File: src/sfr_bank_pkg.sv
// constants, types and register map for the core status and sfr bank
`default_nettype none

package sfr_bank_pkg;

	// ==========================================================
	// bus geometry
	localparam int ADDR_W = 12;
	localparam int DATA_W = 32;
	localparam logic [1:0] WORD_ALIGN = 2'h0;

	// ==========================================================
	// register indexes (byte address = index * 4)
	localparam logic [9:0] IDX_DATA_END = 10'h200;
	localparam logic [9:0] IDX_INSTR = 10'h200;
	localparam logic [9:0] IDX_WORKING = 10'h201;
	localparam logic [8:0] IDX_INDIRECT_PORT = 9'h180;
	localparam logic [8:0] IDX_TIMER_OPTION = 9'h181;
	localparam logic [8:0] IDX_PC_LOW = 9'h182;
	localparam logic [8:0] IDX_CORE_STATUS = 9'h183;
	localparam logic [8:0] IDX_INDIRECT_POINTER = 9'h184;
	localparam logic [8:0] IDX_PIN_DIRECTION_B = 9'h186;
	localparam logic [8:0] IDX_PC_HIGH_LATCH = 9'h18A;
	localparam logic [8:0] IDX_INTERRUPT_CONTROL = 9'h18B;

	// ==========================================================
	// bank map
	localparam logic [6:0] STATUS_LOW7 = 7'h03;
	localparam logic [6:0] PORT_LOW7 = 7'h00;
	localparam logic [8:0] SFR_BASE = 9'h180;
	localparam int SFR_NUM = 12;
	localparam logic [3:0] SFR_LAST = 4'hB;
	localparam logic [3:0] SLOT_POINTER = 4'h4;
	localparam logic [3:0] SLOT_DIRECTION_B = 4'h6;
	localparam logic [7:0] SFR_MASK [SFR_NUM] = '{8'h00, 8'hFF, 8'hFF, 8'h00, 8'hFF, 8'h00,
		8'hFF, 8'h00, 8'h00, 8'h00, 8'h1F, 8'hFF};
	localparam logic [7:0] SFR_RESET [SFR_NUM] = '{8'h00, 8'hFF, 8'h00, 8'h00, 8'h00, 8'h00,
		8'hFF, 8'h00, 8'h00, 8'h00, 8'h00, 8'h00};
	localparam logic [7:0] STATUS_RESET = 8'h18;
	localparam logic [7:0] BYTE_ZERO = 8'h00;

	// ==========================================================
	// types
	typedef struct packed {
		logic indirect_bank_select;
		logic direct_bank_select_high;
		logic direct_bank_select_low;
		logic watchdog_expiry_flag;
		logic sleep_entry_flag;
		logic zero_flag;
		logic nibble_overflow_flag;
		logic carry_flag;
	} status_s;

	typedef enum logic [3:0] {
		OP_MOVE_LITERAL,
		OP_MOVE_W_TO_FILE,
		OP_CLEAR_FILE,
		OP_ADD_FILE,
		OP_SUBTRACT_FILE,
		OP_SUBTRACT_LITERAL,
		OP_BIT_CLEAR,
		OP_BIT_SET,
		OP_NIBBLE_SWAP
	} op_e;

	typedef struct packed {
		op_e op;
		logic to_file;
		logic [2:0] bit_sel;
		logic [6:0] file_addr;
		logic [7:0] literal;
	} instr_s;

	localparam int INSTR_W = $bits(instr_s);

endpackage : sfr_bank_pkg

`default_nettype wire
File: src/bank_addr_resolve.sv
// turns a direct or indirect file reference into a full data-memory address
`default_nettype none

module bank_addr_resolve
	import sfr_bank_pkg::*;
(
	input wire logic use_instr, // reference comes from an instruction
	input wire logic [6:0] file_addr, // instruction file field
	input wire logic [8:0] bus_index, // full index from the bus
	input wire logic [1:0] bank_sel, // direct bank select bits
	input wire logic indirect_bank, // indirect bank select bit
	input wire logic [7:0] pointer, // indirect pointer register
	output logic [8:0] eff_addr, // resolved address
	output logic eff_null // indirect loop onto the port itself
);

	logic [8:0] base;
	logic via_port;

	// bank select bits pick one of four 128-byte banks
	assign base = use_instr ? {bank_sel, file_addr} : bus_index;
	assign via_port = (base[6:0] == PORT_LOW7);
	// the port holds nothing, it redirects to the pointed location
	assign eff_addr = via_port ? {indirect_bank, pointer} : base;
	assign eff_null = via_port && (pointer[6:0] == PORT_LOW7);

endmodule : bank_addr_resolve

`default_nettype wire

File: src/core_status_and_sfr_bank.sv
// apb-reached sfr bank with the core status register and instruction port
//
// How it works
// - status holds flags, reset cause, bank bits
// - any file-writing instruction may target the status register
// - flag instructions override written Z, DC, C
// - watchdog and sleep flags ignore writes
// - clear on status: banks zero, Z set
// - bit, swap, move instructions keep all flags unless they write status
// - subtraction carries are inverted borrows
// - unimplemented locations and bits read zero
// - status mirrored at same offset, all banks
// - two bank bits select four banks
`default_nettype none

module core_status_and_sfr_bank
	import sfr_bank_pkg::*;
(
	input wire logic pclk, // bus clock
	input wire logic presetn, // async reset
	input wire logic psel, // slave select
	input wire logic penable, // access phase
	input wire logic pwrite, // write when high
	input wire logic [ADDR_W-1:0] paddr, // byte address
	input wire logic [DATA_W-1:0] pwdata, // write data
	input wire logic watchdog_timeout, // watchdog expired
	input wire logic sleep_enter, // core enters sleep
	input wire logic watchdog_clear, // watchdog cleared
	output logic [DATA_W-1:0] prdata, // read data
	output logic pready, // transfer done
	output logic pslverr, // unmapped or misaligned
	output status_s status_out // live status register
);

	// ==========================================================
	// bus decode
	logic [9:0] idx;
	logic xfer;
	logic is_data;
	logic is_instr;
	logic is_working;
	logic bad_addr;
	instr_s ins;
	logic exec;

	assign idx = paddr[ADDR_W-1:2];
	assign is_data = (idx < IDX_DATA_END);
	assign is_instr = (idx == IDX_INSTR);
	assign is_working = (idx == IDX_WORKING);
	assign bad_addr = (paddr[1:0] != WORD_ALIGN) || !(is_data || is_instr || is_working);
	assign xfer = psel && penable && pready;
	assign ins = instr_s'(pwdata[INSTR_W-1:0]);
	assign exec = xfer && pwrite && is_instr && !bad_addr;

	// ==========================================================
	// state
	status_s status_reg;
	status_s status_next;
	logic [7:0] sfr_reg [SFR_NUM];
	logic [7:0] w_reg;
	logic pready_reg;
	logic pslverr_reg;
	logic [DATA_W-1:0] prdata_reg;

	// ==========================================================
	// address resolution
	logic [8:0] eff_addr;
	logic eff_null;
	logic sfr_hit;
	logic status_hit;

	bank_addr_resolve u_resolve (
		.use_instr(is_instr),
		.file_addr(ins.file_addr),
		.bus_index(idx[8:0]),
		.bank_sel({status_reg.direct_bank_select_high, status_reg.direct_bank_select_low}),
		.indirect_bank(status_reg.indirect_bank_select),
		.pointer(sfr_reg[SLOT_POINTER]),
		.eff_addr(eff_addr),
		.eff_null(eff_null)
	);

	// one physical status register answers in every bank
	assign status_hit = !eff_null && (eff_addr[6:0] == STATUS_LOW7);
	assign sfr_hit = !eff_null && !status_hit && (eff_addr[8:4] == SFR_BASE[8:4])
		&& (eff_addr[3:0] <= SFR_LAST);

	// ==========================================================
	// file read
	logic [7:0] rd_file;

	always_comb begin
		rd_file = BYTE_ZERO;
		if (status_hit) begin
			rd_file = status_reg;
		end else if (sfr_hit) begin
			rd_file = sfr_reg[eff_addr[3:0]] & SFR_MASK[eff_addr[3:0]];
		end
	end

	// ==========================================================
	// instruction execution
	logic [7:0] alu_a;
	logic alu_sub;
	logic [7:0] alu_sum;
	logic alu_c;
	logic alu_dc;
	logic alu_z;
	logic [7:0] result;
	logic writes_file;
	logic writes_w;
	logic [2:0] flag_mask;
	logic [7:0] bit_mask;

	assign alu_a = (ins.op == OP_SUBTRACT_LITERAL) ? ins.literal : rd_file;
	assign alu_sub = (ins.op == OP_SUBTRACT_FILE) || (ins.op == OP_SUBTRACT_LITERAL);
	assign bit_mask = 8'h01 << ins.bit_sel;

	flag_alu u_alu (
		.a(alu_a),
		.b(w_reg),
		.subtract(alu_sub),
		.sum(alu_sum),
		.carry(alu_c),
		.digit_carry(alu_dc),
		.zero(alu_z)
	);

	// flag_mask order: zero, digit carry, carry
	always_comb begin
		result = alu_sum;
		writes_file = ins.to_file;
		writes_w = !ins.to_file;
		flag_mask = 3'b000;
		unique case (ins.op)
			OP_MOVE_LITERAL: begin
				result = ins.literal;
				writes_file = 1'b0;
				writes_w = 1'b1;
			end
			OP_MOVE_W_TO_FILE: begin
				result = w_reg;
				writes_file = 1'b1;
				writes_w = 1'b0;
			end
			OP_CLEAR_FILE: begin
				result = BYTE_ZERO;
				writes_file = 1'b1;
				writes_w = 1'b0;
				flag_mask = 3'b100;
			end
			OP_ADD_FILE, OP_SUBTRACT_FILE: begin
				flag_mask = 3'b111;
			end
			OP_SUBTRACT_LITERAL: begin
				writes_file = 1'b0;
				writes_w = 1'b1;
				flag_mask = 3'b111;
			end
			OP_BIT_CLEAR: begin
				result = rd_file & ~bit_mask;
				writes_file = 1'b1;
				writes_w = 1'b0;
			end
			OP_BIT_SET: begin
				result = rd_file | bit_mask;
				writes_file = 1'b1;
				writes_w = 1'b0;
			end
			OP_NIBBLE_SWAP: begin
				result = {rd_file[3:0], rd_file[7:4]};
			end
			default: begin
				writes_file = 1'b0;
				writes_w = 1'b0;
			end
		endcase
	end

	// ==========================================================
	// write path
	logic file_we;
	logic [7:0] wdata;

	// a port access whose pointer loops back onto the port location writes nothing
	assign file_we = !eff_null && ((xfer && pwrite && is_data && !bad_addr)
		|| (exec && writes_file));
	assign wdata = is_instr ? result : pwdata[7:0];

	for (genvar i = 0; i < SFR_NUM; i++) begin : g_sfr
		always_ff @(posedge pclk or negedge presetn) begin
			if (!presetn) begin
				sfr_reg[i] <= SFR_RESET[i];
			end else if (file_we && sfr_hit && eff_addr[3:0] == 4'(i)) begin
				sfr_reg[i] <= wdata & SFR_MASK[i];
			end
		end
	end

	always_ff @(posedge pclk or negedge presetn) begin
		if (!presetn) begin
			w_reg <= BYTE_ZERO;
		end else if (xfer && pwrite && is_working && !bad_addr) begin
			w_reg <= pwdata[7:0];
		end else if (exec && writes_w) begin
			w_reg <= result;
		end
	end

	// ==========================================================
	// core status
	always_comb begin
		status_next = status_reg;
		if (file_we && status_hit) begin
			status_next = status_s'(wdata);
			status_next.watchdog_expiry_flag = status_reg.watchdog_expiry_flag;
			status_next.sleep_entry_flag = status_reg.sleep_entry_flag;
			// a flag-changing instruction loses its written flag bits
			if (is_instr && flag_mask != 3'b000) begin
				status_next.zero_flag = status_reg.zero_flag;
				status_next.nibble_overflow_flag = status_reg.nibble_overflow_flag;
				status_next.carry_flag = status_reg.carry_flag;
			end
		end
		if (exec) begin
			if (flag_mask[2]) begin
				status_next.zero_flag = (result == BYTE_ZERO);
			end
			if (flag_mask[1]) begin
				status_next.nibble_overflow_flag = alu_dc;
			end
			if (flag_mask[0]) begin
				status_next.carry_flag = alu_c;
			end
		end
		// only reset, watchdog and sleep events move the cause flags
		if (watchdog_timeout) begin
			status_next.watchdog_expiry_flag = 1'b0;
		end else if (sleep_enter) begin
			status_next.watchdog_expiry_flag = 1'b1;
			status_next.sleep_entry_flag = 1'b0;
		end else if (watchdog_clear) begin
			status_next.watchdog_expiry_flag = 1'b1;
			status_next.sleep_entry_flag = 1'b1;
		end
	end

	always_ff @(posedge pclk or negedge presetn) begin
		if (!presetn) begin
			status_reg <= status_s'(STATUS_RESET);
		end else begin
			status_reg <= status_next;
		end
	end

	// ==========================================================
	// apb answer: one wait state, read data captured with pready
	always_ff @(posedge pclk or negedge presetn) begin
		if (!presetn) begin
			pready_reg <= 1'b0;
			pslverr_reg <= 1'b0;
			prdata_reg <= '0;
		end else begin
			pready_reg <= psel && penable && !pready_reg;
			pslverr_reg <= psel && penable && !pready_reg && bad_addr;
			if (psel && penable && !pready_reg && !pwrite) begin
				if (bad_addr) begin
					prdata_reg <= '0;
				end else if (is_data) begin
					prdata_reg <= {24'h000000, rd_file};
				end else if (is_working) begin
					prdata_reg <= {24'h000000, w_reg};
				end else begin
					prdata_reg <= '0;
				end
			end
		end
	end

	assign pready = pready_reg;
	assign pslverr = pslverr_reg;
	assign prdata = prdata_reg;
	assign status_out = status_reg;

	logic no_event;
	assign no_event = !watchdog_timeout && !sleep_enter && !watchdog_clear;
endmodule : core_status_and_sfr_bank

`default_nettype wire

File: src/flag_alu.sv
// adder/subtractor producing result and the three arithmetic flags
`default_nettype none

module flag_alu
	import sfr_bank_pkg::*;
(
	input wire logic [7:0] a, // first operand
	input wire logic [7:0] b, // second operand
	input wire logic subtract, // a minus b when high
	output logic [7:0] sum, // result
	output logic carry, // carry, or inverted borrow
	output logic digit_carry, // low nibble carry, or inverted digit borrow
	output logic zero // result is zero
);

	logic [7:0] b_eff;
	logic [8:0] full;
	logic [4:0] low;

	// subtraction as a + ~b + 1 so the carries come out as inverted borrows
	assign b_eff = subtract ? ~b : b;
	assign full = {1'b0, a} + {1'b0, b_eff} + {8'h00, subtract};
	assign low = {1'b0, a[3:0]} + {1'b0, b_eff[3:0]} + {4'h0, subtract};
	assign sum = full[7:0];
	assign carry = full[8];
	assign digit_carry = low[4];
	assign zero = (full[7:0] == BYTE_ZERO);

endmodule : flag_alu

`default_nettype wire

File: config.mk
export PLATFORM = sky130hd
export DESIGN_NAME = core_status_and_sfr_bank
export DESIGN_NICKNAME = d
export VERILOG_FILES = /design/src/sfr_bank_pkg.sv /design/src/bank_addr_resolve.sv /design/src/core_status_and_sfr_bank.sv /design/src/flag_alu.sv
export SDC_FILE = /design/constraint.sdc
export NUM_CORES = 1
export LEC_CHECK = 0
export BUFFER_PORTS_ARGS = -buffer_cell sky130_fd_sc_hd__buf_2
export CAP_MARGIN = 20
export CORE_ASPECT_RATIO = 1.1
export CORE_MARGIN = 4
export CORE_UTILIZATION = 55
export CTS_CLUSTER_SIZE = 12
export DETAILED_ROUTE_END_ITERATION = 16
export PLACE_DENSITY = 0.88
export SYNTH_ARGS = -nofsm -noshare
export SYNTH_HDL_FRONTEND = slang
export SYNTH_SLANG_ARGS = --single-unit
File: constraint.sdc
create_clock -name pclk -period 11.9 [get_ports pclk]
set_input_delay 0.595 -clock pclk [delete_from_list [all_inputs] [get_ports pclk]]
set_output_delay 0.595 -clock pclk [all_outputs]
set_load 0.02 [all_outputs]
# Word-level counts from Yosys, hierarchy flattened
# Memory sizes are Yosys's and may differ from the RTL's.
# Index checks and enable logic that the tools add are counted.
# word_totals
n_memories,1
elab_cells,135
regBits,95
inputBits,52
mem_bits_ro,128
# mem_list
memory,depth,width,read_ports,rd_clocked_by_memory_dff,write_ports,line,source
(name not given),16,8,1,0,0,core_status_and_sfr_bank.sv:97,rd_file = sfr_reg[eff_addr[3:0]] & SFR_MASK[eff_addr[3:0]];
# op_classes
n_eq_ne,18
shift,1
addsub,4
n_mux,31
n_lt_le_gt_ge,3
bitwise,6
reduce_logical,53
# op_table
op,n
$mux 8,14
$pmux 8 s6,1
$bmux 8 s4,1
$logic_and 1x1->1,29
$eq 4x3->1 const B,6
$eq 10x10->1 const B,2
$mux 9,2
$and 8x8->8,2
$not 8->8,2
$logic_not 7->1,2
$eq 4x2->1 const B,3
$eq 4x4->1 const B,3
$lt 10x10->1 const B,1
$add 8x8->9,1
$add 9x1->9,1
$mux 3,3
$eq 4x1->1 const B,2
$logic_not 8->1,1
$or 8x8->8,1
$shl 1x3->8 const A,1
$eq 7x2->1 const B,1
$logic_not 1->1,7
$pmux 3 s2,1
$reduce_bool 3->1,2
other kinds (15),27

# Depth between registers and ports, before layout
# depth
depth_word,21
ltp_mapped,21

# Modules after synthesis
# A second synthesis with hierarchy kept.
# hier_totals
cells_unflattened,655
hier_area_um2,5482.8
# modules_own_cells
module,instances,seq_area_each_um2,cells_each,area_per_inst_um2
core_status_and_sfr_bank,1,1799.2,565,4704.5
flag_alu,1,0.0,57,491.7
bank_addr_resolve,1,0.0,33,286.5

# Worst setup path after synthesis
# OpenSTA, ideal clock, no wires.
# synth_timing
path_type,input to register
startpoint,input paddr[6]
endpoint,register sfr_reg[62] in the netlist's numbering
setup_slack_ns,6.742
path_buffers,1
path_stages,18
arrival_ns,5.033
setup_ns,0.125
cell_sequence,nor3_1 nand4b_1 o21a_2 buf_2 ha_1 a221oi_4 a41oi_1 a21oi_1 ha_1 a21o_1 a21oi_1 nor2b_1 o21a_1 or3_1 a21oi_1 o21ai_1 mux2_2 mux2_2
# synth_between
elab_chain_cells,17
elab_cells_between_ends,48
# synth_rtl
item,line,source
"start, declared",core_status_and_sfr_bank.sv:24,"input wire logic [ADDR_W-1:0] paddr,"
branches (longest 17 deep; another with $mem_v2 16x8),--,
"end signal, assigned by index",core_status_and_sfr_bank.sv:193,sfr_reg[i] <= SFR_RESET[i];
"end signal, assigned by index",core_status_and_sfr_bank.sv:195,sfr_reg[i] <= wdata & SFR_MASK[i];
"end, declared",core_status_and_sfr_bank.sv:59,logic [7:0] sfr_reg [SFR_NUM];
# Parallel ways; which one is timed is not known. The select of a mux whose other input is x is not followed.
# A chain may end at the register's enable or synchronous reset.

# Worst setup path in the final report
# layout_timing
startpoint,input paddr[6]
endpoint,register sfr_reg[6] in the netlist's numbering
# The elaborated chain is that of the path after synthesis.

==> flow_metrics.env <==
export IMPL_yosysTopAreaCellShare_pct=23.7
export IMPL_cts_sinks=71
export IMPL_wl_um=17000
export IMPL_max_stage_delay_ps=640
export IMPL_setup_viol=0
export IMPL_rsz0062_at_grt="false"
export IMPL_final_cell_mix="60 x buf_2, 53 x dfrtp_1, 51 x nand2_1, 50 x mux2_2, 38 x a21oi_1"
export IMPL_worst_setup_path_start_kind="input port"
export IMPL_clk_latency_ps=370
export IMPL_yosysWarnings=0
export IMPL_endpoint_kind="flip-flop"
export IMPL_grt_total_usage_pct=28.5
export IMPL_area_growth_pct=8.44
export IMPL_die_y_um=114
export IMPL_finalSetupTns_ps=0
export IMPL_cts_hold_buf=0
export IMPL_first_pass_iters=9
export IMPL_cts_buffers=9
export IMPL_globalplace_congestion=1.04
export IMPL_cpMostUsedCell="a21oi_1"
export IMPL_grt_max_degree=72
export IMPL_via_count=5299
export IMPL_status="finished clean"
export IMPL_grt_pass1_wl_um=26800
export IMPL_ys_seq_area_share_pct=32.1
export IMPL_relSlewSlack_pct=39.5
export IMPL_synth_cell_type_count=88
export IMPL_p_leak_nw=2.70
export IMPL_ys_async_sr_fraction_pct=100
export IMPL_tritoncts="done"
export IMPL_final_common_cell="buf_2"
export IMPL_maxSlewViolCount=0
export IMPL_arrival_ps=6580
export IMPL_skew_ps=20.2
export IMPL_start_util_pct=56.7
export IMPL_peakVddDrop_mv=0.0499
export IMPL_finalPower_mw=0.566
export IMPL_htreeDepth=3
export IMPL_hold_violations=0
export IMPL_fmax_mhz=158
export IMPL_cts_resized=0
export IMPL_ios=94
export IMPL_io_buffers=60
export IMPL_synth_top_flop_cell="dfrtp_1"
export IMPL_required_ps=12150
export IMPL_critPathBufInv=2
export IMPL_cap_violations=0
export IMPL_syn_avg_cell_area_um2=9.23
export IMPL_layout_min_cycle_time_ps=6330
export IMPL_slowest_stage="nor3_1"
export IMPL_design_core_area_um2=9890
export IMPL_fp_row_count=38
export IMPL_clk_path_buf_depth=2
export IMPL_crit_chain="buf_2 -> nor3_1 -> nand4b_1 -> o21a_2 -> inv_1 -> nor2_1 -> a221o_1 -> a41oi_1 -> a21oi_1 -> fa_1 -> a21o_1 -> a21oi_1 -> nor2b_1 -> o21a_1 -> or3_1 -> a21oi_1 -> o21ai_1 -> mux2_2 -> mux2_2"
export IMPL_grt_pass1_vias=5037
export IMPL_period_share_pct=53.2
export IMPL_pwr_density_cell_nw_per_um2=93.1
export IMPL_gr_total_overflow=0
export IMPL_synth_area_leaders="dfrtp_1 24%, mux2_2 10%, dfstp_2 8.4%"
export IMPL_antenna_cells=0
export IMPL_vias_per_cell=6.82
export IMPL_synthCells=607
export IMPL_crit_family="compound AO/OA/AOI/OAI gates"
export IMPL_nFillCells=813
export IMPL_final_net_count=714
export IMPL_path_max_fanout=17
export IMPL_drt_iter0_markers=537
export IMPL_fp_dieW_um=104
export IMPL_postCtsSetupRepairBufs=0
export IMPL_path_class="input port to flip-flop"
export IMPL_syn_area_um2=5600
export IMPL_yosysTopAreaCell="dfrtp_1"
export IMPL_drive_above_1_share_pct=26.6
export IMPL_path_clk_slew_ps=80
export IMPL_min_path_type="input port to flip-flop"
export IMPL_antenna_found_initial=0
export IMPL_wl_per_cell_um=21.8
export IMPL_die_area_um2=11900
export IMPL_drt_drc_violations_left=0
export IMPL_hpwlAfterDp_um=12800
export IMPL_root_buffer="clkbuf_8"
export IMPL_synth_seq_cells=71
export IMPL_antenna_left=0
export IMPL_largest_register_ffs=45
export IMPL_worstMarginPinSlew_ps=907
export IMPL_synth_edff_count=0
[layout make-up]
type	count	area [um^2]	area share [%]
clock buffers	11	141	2.33
clock inverters	5	81.3	1.34
inverters	14	52.6	0.865
multi-input cells	493	3530	58.1
flip-flops and latches	71	1800	29.6
well taps	120	150	2.47
repair buffers	63	323	5.31
[cells in the mapped netlist (9+ instances only)]
cell type and instances:
dfrtp_1 53, nand2_1 51, mux2_2 50, a21oi_1 38
nor2_1 36, o21ai_0 33, buf_4 27, dfstp_2 18
nand3_1 16, nor3_1 15, clkbuf_1 13, inv_1 12
or3_1 12, a221o_1 9, a22o_1 9, a22oi_1 9
and3_1 9, buf_2 9, ha_1 9, mux2i_1 9
o21a_1 9, xor2_1 9
[metrics by stage]
step	util [%]	instance area, um^2	std cells	setup WS (ps)	hold slack, ps
global placement	59.2	5850	761	5470	484
detailed placement	59.2	5850	761	5350	495
CTS	61.4	6080	777	5730	355
global route	61.4	6080	777	5220	360
finish	61.4	6080	777	5570	356
floorplan	-	5690	630	6740	299
[logic make-up (layout without fill, tap and decap cells)]
| group | after synthesis | in the layout | share of synthesized area (%) |
|---|---|---|---|
| buffers and inverters | 66 | 93 | 6.45 |
| AND/OR/NAND/NOR | 191 | 191 | 18.2 |
| flip-flops | 71 | 71 | 32.1 |
| AO/OA/AOI/OAI | 199 | 199 | 27.5 |
| adder cells (fa/ha/maj) | 10 | 10 | 2.37 |
| XOR/XNOR | 10 | 10 | 1.56 |
| multiplexers | 59 | 59 | 11.7 |
| other | 1 | 24 | 0.0669 |
[worst paths after layout]
path | start | end | slack [ps] | cells past startpoint
max | paddr[6] | sfr_reg[6]$_DFFE_PN0P_ | 5570 | 19
min | watchdog_timeout | status_out[4]$_DFFE_PN1P_ | 360 | 2
max reg2reg | sfr_reg[56]$_DFFE_PN0P_ | sfr_reg[6]$_DFFE_PN0P_ | 6290 | 17
min reg2reg | prdata[6]$_DFFE_PN0P_ | prdata[6]$_DFFE_PN0P_ | 510 | 1
max in group asynchronous | presetn | sfr_reg[74]$_DFFE_PN0P_ | 10860 | 2
min in group asynchronous | presetn | prdata[2]$_DFFE_PN0P_ | 430 | 2
[per-layer routing]
layer	vias to the layer above	share of wire (%)	track usage (%)
met5	-	0	0
met2	313	48	48.5
met4	0	4.9	14.0
li1	2385	-	-
met1	2535	38	34.9
met3	66	8.9	5.32
[report_power, final]
part	internal (mW)	switching (mW)	total [mW]	leakage (nW)
Clock	0.124	0.0983	0.223	0.110
Sequential	0.243	0.000950	0.244	0.925
Combinational	0.0295	0.0698	0.0994	1.67
Note: power is estimated with default switching activity, not from simulation.
